`config.mk`:
```
export PLATFORM = sky130hd
export DESIGN_NAME = epi_unit
export DESIGN_NICKNAME = d
export VERILOG_FILES = /design/src/verilog/epi_pkg.sv /design/src/verilog/epi_unit.sv
export SDC_FILE = /design/constraint.sdc
export NUM_CORES = 1
export LEC_CHECK = 0
export BUFFER_PORTS_ARGS = -buffer_cell sky130_fd_sc_hd__buf_2
export CAP_MARGIN = 10
export CORE_ASPECT_RATIO = 0.8
export CORE_MARGIN = 10
export CORE_UTILIZATION = 47
export DETAILED_ROUTE_END_ITERATION = 10
export GPL_TIMING_DRIVEN = 0
export PLACE_DENSITY = 0.76
export RECOVER_POWER = 100
export SKIP_CTS_REPAIR_TIMING = 1
export SLEW_MARGIN = 5
export SYNTH_ARGS = -nofsm -noshare
export SYNTH_HDL_FRONTEND = slang
export SYNTH_SLANG_ARGS = --single-unit
```
`constraint.sdc`:
```
create_clock -name aclk -period 1.6 [get_ports aclk]
set_clock_uncertainty 0.05 [all_clocks]
set_input_delay 0.08 -clock aclk [delete_from_list [all_inputs] [get_ports aclk]]
set_output_delay 0.08 -clock aclk [all_outputs]
set_load 0.02 [all_outputs]
```
`src/verilog/epi_pkg.sv`:
```
// package: register map, field positions and encodings of the external pin interrupt unit
package epi_pkg;
	// ************************************************************
	// register byte addresses
	// ************************************************************
	localparam logic [7:0] ADDR_SENSE = 8'h00;
	localparam logic [7:0] ADDR_ENABLE = 8'h04;
	localparam logic [7:0] ADDR_FLAGS = 8'h08;
	localparam logic [7:0] ADDR_MASK_LO = 8'h0c;
	localparam logic [7:0] ADDR_MASK_HI = 8'h10;
	localparam logic [7:0] ADDR_CORE = 8'h14;
	localparam logic [7:0] ADDR_IRQ_MASK = 8'h18;
	localparam logic [7:0] ADDR_PINS = 8'h1c;

	// ************************************************************
	// field positions
	// ************************************************************
	localparam int BIT_UPPER = 7;
	localparam int BIT_LOWER = 6;
	localparam int BIT_PIN = 0;
	localparam int BIT_GLOBAL = 7;
	localparam logic [7:0] FLAG_BITS = 8'h c1;

	// ************************************************************
	// reset values and bus answers
	// ************************************************************
	localparam logic [7:0] RST_REG = 8'h00;
	localparam logic [1:0] RESP_OKAY = 2'h0;
	localparam logic [1:0] RESP_SLVERR = 2'h2;

	typedef enum logic [1:0] {
		EPI_SENSE_LOW = 2'h0,
		EPI_SENSE_ANY = 2'h1,
		EPI_SENSE_FALL = 2'h2,
		EPI_SENSE_RISE = 2'h3
	} epi_sense_t;

	// bus slave states, two only: idle -> answer
	typedef enum logic [1:0] {
		EPI_IDLE = 2'h0,
		EPI_RESP = 2'h1
	} epi_bus_t;
endpackage

```
`src/verilog/epi_unit.sv`:
```
// module: external pin interrupt unit with AXI4-Lite register slave
//
// Decided for this implementation: the placing of the registers and the AXI4-Lite interface to the registers.
`timescale 1ns/1ps
`default_nettype none

module epi_unit (
	input wire logic aclk,
	input wire logic aresetn,
	input wire logic [7:0] s_axi_awaddr,
	input wire logic s_axi_awvalid,
	output logic s_axi_awready,
	input wire logic [31:0] s_axi_wdata,
	input wire logic [3:0] s_axi_wstrb,
	input wire logic s_axi_wvalid,
	output logic s_axi_wready,
	output logic [1:0] s_axi_bresp,
	output logic s_axi_bvalid,
	input wire logic s_axi_bready,
	input wire logic [7:0] s_axi_araddr,
	input wire logic s_axi_arvalid,
	output logic s_axi_arready,
	output logic [31:0] s_axi_rdata,
	output logic [1:0] s_axi_rresp,
	output logic s_axi_rvalid,
	input wire logic s_axi_rready,
	input wire logic dedicated_irq_pin,
	input wire logic [15:0] change_inputs,
	input wire logic [2:0] vector_ack,
	output logic [2:0] core_request,
	output logic irq,
	output logic wake_request
);
	// ************************************************************
	// state
	// ************************************************************
	typedef struct packed {
		logic [1:0] sense;
		logic [7:0] enable;
		logic [7:0] flags;
		logic [7:0] mask_lo;
		logic [7:0] mask_hi;
		logic [7:0] core_status;
		logic [7:0] irq_mask;
		// two pin samples: edges are found between them, never on the raw pin
		logic pin_q;
		logic pin_qq;
		logic [15:0] chg_q;
		logic primed;
		logic primed2;
		epi_pkg::epi_bus_t wst;
		logic aw_got;
		logic w_got;
		logic [7:0] awaddr;
		logic [31:0] wdata;
		logic wbyte0;
		logic [1:0] bresp;
		epi_pkg::epi_bus_t rst;
		logic [31:0] rdata;
		logic [1:0] rresp;
	} epi_state_t;

	epi_state_t q;
	epi_state_t next_q;

	logic pin_rise;
	logic pin_fall;
	logic pin_evt;
	logic [2:0] raw_request;
	logic upper_wake;
	logic lower_wake;
	logic upper_evt;
	logic lower_evt;
	logic level_mode;
	logic [7:0] flags_view;
	logic [7:0] evt_bits;
	logic [7:0] clr_bits;
	logic [31:0] rd_val;
	logic rd_ok;
	logic wr_ok;
	logic do_write;

	// ************************************************************
	// detection
	// ************************************************************
	assign level_mode = (q.sense == epi_pkg::EPI_SENSE_LOW);
	// edges compare two registered samples: a pulse held over one full edge is caught
	// costs one cycle of latency, but a glitch between edges can never raise a flag
	assign pin_rise = q.primed2 && q.pin_q && !q.pin_qq;
	assign pin_fall = q.primed2 && !q.pin_q && q.pin_qq;
	always_comb begin
		case (q.sense)
			epi_pkg::EPI_SENSE_ANY: pin_evt = pin_rise || pin_fall;
			epi_pkg::EPI_SENSE_FALL: pin_evt = pin_fall;
			epi_pkg::EPI_SENSE_RISE: pin_evt = pin_rise;
			default: pin_evt = 1'b0;
		endcase
	end
	// inputs are read whatever drives them, so software-driven pins also count
	// one detector per group; flags use the masked toggle, wake the same compare unclocked
	epi_group_detect #(
		.WIDTH(8)
	) upper_u (
		.primed(q.primed),
		.group_enable(q.enable[epi_pkg::BIT_UPPER]),
		.pins(change_inputs[15:8]),
		.sampled(q.chg_q[15:8]),
		.mask(q.mask_hi),
		.event_seen(upper_evt),
		.wake_seen(upper_wake)
	);
	epi_group_detect #(
		.WIDTH(8)
	) lower_u (
		.primed(q.primed),
		.group_enable(q.enable[epi_pkg::BIT_LOWER]),
		.pins(change_inputs[7:0]),
		.sampled(q.chg_q[7:0]),
		.mask(q.mask_lo),
		.event_seen(lower_evt),
		.wake_seen(lower_wake)
	);

	always_comb begin
		evt_bits = 8'h00;
		evt_bits[epi_pkg::BIT_UPPER] = upper_evt;
		evt_bits[epi_pkg::BIT_LOWER] = lower_evt;
		evt_bits[epi_pkg::BIT_PIN] = pin_evt;
	end

	// level mode: pin flag held clear; request is the live low level
	always_comb begin
		flags_view = q.flags & epi_pkg::FLAG_BITS;
		if (level_mode) begin
			flags_view[epi_pkg::BIT_PIN] = 1'b0;
		end
	end

	// ************************************************************
	// core requests and wake
	// ************************************************************
	always_comb begin
		raw_request[2] = flags_view[epi_pkg::BIT_UPPER] && q.enable[epi_pkg::BIT_UPPER];
		raw_request[1] = flags_view[epi_pkg::BIT_LOWER] && q.enable[epi_pkg::BIT_LOWER];
		if (level_mode) begin
			// held low must outlast the instruction and start-up; the source ensures it
			raw_request[0] = !dedicated_irq_pin && q.enable[epi_pkg::BIT_PIN];
		end else begin
			raw_request[0] = flags_view[epi_pkg::BIT_PIN] && q.enable[epi_pkg::BIT_PIN];
		end
		// the global bit gates all three, so software holds off every core request at once
		core_request = raw_request & {3{q.core_status[epi_pkg::BIT_GLOBAL]}};
	end

	// wake is pure combinational so it works with the clock stopped
	always_comb begin
		wake_request = 1'b0;
		if (level_mode && q.enable[epi_pkg::BIT_PIN] && !dedicated_irq_pin) begin
			wake_request = 1'b1;
		end
		if (upper_wake || lower_wake) begin
			wake_request = 1'b1;
		end
	end

	assign irq = |(flags_view & q.irq_mask);

	// ************************************************************
	// register bus
	// ************************************************************
	always_comb begin
		rd_ok = 1'b1;
		case (s_axi_araddr)
			epi_pkg::ADDR_SENSE: rd_val = {30'h0000_0000, q.sense};
			epi_pkg::ADDR_ENABLE: rd_val = {24'h00_0000, q.enable & epi_pkg::FLAG_BITS};
			epi_pkg::ADDR_FLAGS: rd_val = {24'h00_0000, flags_view};
			epi_pkg::ADDR_MASK_LO: rd_val = {24'h00_0000, q.mask_lo};
			epi_pkg::ADDR_MASK_HI: rd_val = {24'h00_0000, q.mask_hi};
			epi_pkg::ADDR_CORE: rd_val = {24'h00_0000, q.core_status};
			epi_pkg::ADDR_IRQ_MASK: rd_val = {24'h00_0000, q.irq_mask & epi_pkg::FLAG_BITS};
			epi_pkg::ADDR_PINS: rd_val = {15'h0000, dedicated_irq_pin, change_inputs};
			default: begin
				rd_val = 32'h0000_0000;
				rd_ok = 1'b0;
			end
		endcase
	end

	assign s_axi_awready = (q.wst == epi_pkg::EPI_IDLE) && !q.aw_got;
	assign s_axi_wready = (q.wst == epi_pkg::EPI_IDLE) && !q.w_got;
	assign s_axi_bvalid = (q.wst == epi_pkg::EPI_RESP);
	assign s_axi_bresp = q.bresp;
	assign s_axi_arready = (q.rst == epi_pkg::EPI_IDLE);
	assign s_axi_rvalid = (q.rst == epi_pkg::EPI_RESP);
	assign s_axi_rdata = q.rdata;
	assign s_axi_rresp = q.rresp;

	always_comb begin
		wr_ok = 1'b0;
		case (q.awaddr)
			epi_pkg::ADDR_SENSE, epi_pkg::ADDR_ENABLE, epi_pkg::ADDR_FLAGS,
			epi_pkg::ADDR_MASK_LO, epi_pkg::ADDR_MASK_HI, epi_pkg::ADDR_CORE,
			epi_pkg::ADDR_IRQ_MASK, epi_pkg::ADDR_PINS: wr_ok = 1'b1;
			default: wr_ok = 1'b0;
		endcase
	end
	assign do_write = (q.wst == epi_pkg::EPI_IDLE) && q.aw_got && q.w_got && q.wbyte0;

	always_comb begin
		clr_bits = 8'h00;
		if (do_write && q.awaddr == epi_pkg::ADDR_FLAGS) begin
			clr_bits = q.wdata[7:0];
		end
		clr_bits[epi_pkg::BIT_UPPER] = clr_bits[epi_pkg::BIT_UPPER] || vector_ack[2];
		clr_bits[epi_pkg::BIT_LOWER] = clr_bits[epi_pkg::BIT_LOWER] || vector_ack[1];
		clr_bits[epi_pkg::BIT_PIN] = clr_bits[epi_pkg::BIT_PIN] || vector_ack[0];
	end

	// ************************************************************
	// next state
	// ************************************************************
	always_comb begin
		next_q = q;
		next_q.pin_q = dedicated_irq_pin;
		next_q.chg_q = change_inputs;
		next_q.pin_qq = q.pin_q;
		next_q.primed = 1'b1;
		// second sample is only valid one edge after the first
		next_q.primed2 = q.primed;
		// a new event wins over a clear in the same cycle
		next_q.flags = ((q.flags & ~clr_bits) | evt_bits) & epi_pkg::FLAG_BITS;
		if (level_mode) begin
			next_q.flags[epi_pkg::BIT_PIN] = 1'b0;
		end

		if (s_axi_awvalid && s_axi_awready) begin
			next_q.aw_got = 1'b1;
			next_q.awaddr = s_axi_awaddr;
		end
		if (s_axi_wvalid && s_axi_wready) begin
			next_q.w_got = 1'b1;
			next_q.wdata = s_axi_wdata;
			next_q.wbyte0 = s_axi_wstrb[0];
		end
		case (q.wst)
			epi_pkg::EPI_IDLE: begin
				if (q.aw_got && q.w_got) begin
					next_q.wst = epi_pkg::EPI_RESP;
					next_q.bresp = wr_ok ? epi_pkg::RESP_OKAY : epi_pkg::RESP_SLVERR;
					next_q.aw_got = 1'b0;
					next_q.w_got = 1'b0;
					if (q.wbyte0) begin
						case (q.awaddr)
							epi_pkg::ADDR_SENSE: next_q.sense = q.wdata[1:0];
							epi_pkg::ADDR_ENABLE: next_q.enable = q.wdata[7:0] & epi_pkg::FLAG_BITS;
							epi_pkg::ADDR_MASK_LO: next_q.mask_lo = q.wdata[7:0];
							epi_pkg::ADDR_MASK_HI: next_q.mask_hi = q.wdata[7:0];
							epi_pkg::ADDR_CORE: next_q.core_status = q.wdata[7:0];
							epi_pkg::ADDR_IRQ_MASK: next_q.irq_mask = q.wdata[7:0] & epi_pkg::FLAG_BITS;
							default: next_q.sense = next_q.sense;
						endcase
					end
				end
			end
			epi_pkg::EPI_RESP: begin
				if (s_axi_bready) begin
					next_q.wst = epi_pkg::EPI_IDLE;
				end
			end
			default: next_q.wst = epi_pkg::EPI_IDLE;
		endcase

		case (q.rst)
			epi_pkg::EPI_IDLE: begin
				if (s_axi_arvalid) begin
					next_q.rst = epi_pkg::EPI_RESP;
					next_q.rdata = rd_val;
					next_q.rresp = rd_ok ? epi_pkg::RESP_OKAY : epi_pkg::RESP_SLVERR;
				end
			end
			epi_pkg::EPI_RESP: begin
				if (s_axi_rready) begin
					next_q.rst = epi_pkg::EPI_IDLE;
				end
			end
			default: next_q.rst = epi_pkg::EPI_IDLE;
		endcase
	end

	always_ff @(posedge aclk) begin
		if (!aresetn) begin
			q <= '0;
		end else begin
			q <= next_q;
		end
	end
endmodule

// ************************************************************
// pin-change group detector
// ************************************************************
// one group of change inputs: masked toggle for the flag, same compare for wake
module epi_group_detect #(
	parameter int WIDTH = 8
) (
	input wire logic primed,
	input wire logic group_enable,
	input wire logic [WIDTH-1:0] pins,
	input wire logic [WIDTH-1:0] sampled,
	input wire logic [WIDTH-1:0] mask,
	output logic event_seen,
	output logic wake_seen
);
	logic [WIDTH-1:0] diff;

	// the compare needs no clock edge, so wake works while the clock is stopped
	assign diff = (pins ^ sampled) & mask;
	// flags ignore the first edge after reset, when the sample is not yet valid
	assign event_seen = primed && (|diff);
	// the group enable gates only wake and request, never the flag
	assign wake_seen = group_enable && (|diff);
endmodule

`default_nettype wire

```
==> impl_metrics.toml <==
[routing]
wire_per_inst_um = 16.5
routed_wl_mm = 12.8
drc = 0
viasPerCell = 5.16
vias = 3996
drt_iter0_markers = 198
ant_nets = 0
dr.pass1.iters = 7

[sta]
fin_crit_ns = 1.90
setup_viol = 45
max-slew-margin-rel_pct = 57.7
tns_ns = -7.69
finalHoldViolations = 1
final.period_utilization_pct = 119
final_max_slew_viol_count = 0
fmax_mhz = 526
hold_slack_ns = -0.0111
worst_slack_ns = -0.301
tightest_slew_ns = 0.635
rsz0062_at_grt = "yes"

[synth]
yosysUniqueCellTypes = 50
async_flop_share_pct = 0
yosysSeqAreaShare_pct = 42.2
netlist.area_leader.share_pct = 42.2
synth_edf_count = 0
synth_ff_type = "dfxtp_1"
synthTopCellsByArea = "dfxtp_1 (42%), nand2_1 (6.4%), buf_4 (6.3%)"
syn_inst = 495
synthTopCellsByCount = "dfxtp_1 (96), nand2_1 (78), buf_4 (38)"
ys.warnings.count = 0
ys_ff_latch = 96
syn-cell-area_um2 = 4560
synth_most_common_cell = "dfxtp_1"
yosysTopAreaCell = "dfxtp_1"
avgSynthCellArea_um2 = 9.21

[global_routing]
grt.total_usage_pct = 17.1
grt_overflow = 0
grt_max_degree = 16
grt_pass1_vias = 3813
grt_pass1_wl_mm = 18.8
antenna_found_initial = 0

[die]
die_h_um = 108
dieArea_um2 = 14100
rows = 32
die_x_um = 130
initial_core_util_pct = 47.6
core-area_um2 = 9570
ios = 125

[setup_path]
cp.arrival_ns = 2.09
path_class = "reg2reg"
crit_required_ns = 1.79
cp-end-kind = "flop"
start_kind = "flop"
critPathMaxFanout = 8

[power_and_ir_drop]
max-vdd-ir-drop_mv = 0.543
power_mw = 5.45
p_per_area_nw_per_um2 = 897
leakage_nw = 2.57

[placement]
gp_congestion = 0.883
io_buffers = 78
dpl.hpwl_mm = 9.20

[clock_network]
cts_tree = "yes"
clk_pin_slew_ns = 0.07
clockBufferDepth = 2
htree_levels = 3
cts_buffers = 9
cts_num_sinks = 96
root_buffer = "clkbuf_16"
insertion_delay_ns = 0.35

[outcome]
violations = "negative hold slack, negative setup slack"
status = "finished with violations"

[run]
cap_violations = 0

[layout]
n_antenna_cell = 0
area_growth_pct = 33.4
nets = 729
drive_gt1_share_pct = 26.3
fillers = 810

[hold_path]
min_path_type = "in2reg"
-- per-stage QoR --
stage | hold slack [ns] | setup WS, ns | cells | instance area [um2] | utilization, %
after floorplan | 0.0577 | -0.129 | 511 | 4640 | -
after global placement | 0.256 | -0.369 | 708 | 5170 | 54.1
after detailed placement | 0.254 | -0.352 | 708 | 5170 | 54.1
after CTS | -0.109 | -0.360 | 724 | 5500 | 57.5
after global routing | 0.0123 | -0.357 | 774 | 6080 | 63.6
final | -0.0111 | -0.301 | 774 | 6080 | 63.6
-- state kept, by name, indices dropped and copies added, names as in the netlist, named ones only --
| name | flops |
|---|---|
| flags_view | 2 |
| s_axi_bresp | 1 |
| s_axi_rresp | 1 |
| next_q | 2 |
| q | 72 |
| s_axi_rdata | 17 |
-- power by group --
part           leakage, nW  switching (mW)  internal, mW  total (mW)
clock                0.157           0.902          1.42        2.32
combinational         1.63           0.325         0.292       0.616
sequential           0.785          0.0616          2.46        2.52
total                 2.57            1.29          4.17        5.45
-- path summary, 6_finish.rpt --
path / depth (start not counted) / startpoint / slack, ns / endpoint
worst min register to register: 1 / flop / 0.36 / s_axi_bresp[1]
worst max-delay path: 7 / q[77] / -0.30 / q[124]
worst min-delay path: 3 / change_inputs[12] / -0.01 / s_axi_rdata[12]
worst max register to register: 7 / q[77] / -0.30 / q[124]
-- final cells by class --
class | instances | area [um2] | share of cell area [%]
inverters | 7 | 26.3 | 0.432
well taps | 119 | 149 | 2.45
multi-input cells | 345 | 2380 | 39.1
plain buffers | 63 | 420 | 6.91
clock inverters | 4 | 77.6 | 1.28
clock buffers | 12 | 246 | 4.05
repair buffers | 128 | 851 | 14.0
flip-flops and latches | 96 | 1930 | 31.8
-- placed cells by master (no fill, tap or decap), types with 3 or more instances in the layout --
cell type / netlist / final
a21boi_0: 26 / 22
a21boi_1: 8 / 12
a21oi_1: 5 / 5
a22o_1: 8 / 8
a22oi_1: 13 / 11
a22oi_2: 9 / 11
and2_0: 0 / 13
and2_1: 27 / 14
and3_1: 4 / 4
buf_2: 1 / 49
buf_4: 38 / 44
buf_6: 2 / 7
clkbuf_1: 21 / 47
clkbuf_16: 0 / 9
clkbuf_2: 0 / 3
conb_1: 1 / 17
dfxtp_1: 96 / 93
dfxtp_4: 0 / 3
dlygate4sd3_1: 0 / 41
inv_1: 7 / 7
mux2_2: 9 / 9
mux2i_1: 22 / 22
nand2_1: 78 / 77
nand3_1: 7 / 6
nand3b_1: 6 / 6
nor2_1: 10 / 8
nor2b_1: 24 / 24
nor2b_2: 9 / 9
nor3b_1: 3 / 3
o21ai_0: 14 / 10
o21ai_2: 0 / 3
xor2_1: 16 / 16
-- routing by layer --
layer | vias up | track usage, % | wire length [um]
met5 | - | 0 | 0
met4 | 0 | 5.05 | 123
met3 | 11 | 6.75 | 1060
met2 | 143 | 26.5 | 5820
met1 | 1895 | 21.4 | 5790
li1 | 1947 | - | -
-- kinds of logic after synthesis --
family	after synthesis	share of synthesized area [%]
DFF	96	42.2
xor gates and xnor gates	16	3.07
AOI/OAI and AO/OA	97	16.4
other	1	0.0823
muxes	31	7.05
buffers and inverters	70	9.33
and+or+nand+nor	184	21.9
-- critical path, stage by stage, from the launching register on --
cell and delay [ns]:
dfxtp_1 0.31, or3_4 0.42, nor4_4 0.30, buf_4 0.20, nand3b_1 0.09, buf_6 0.17, mux2i_1 0.18, nor2b_1 0.07
(Power assumes the default switching activity.)
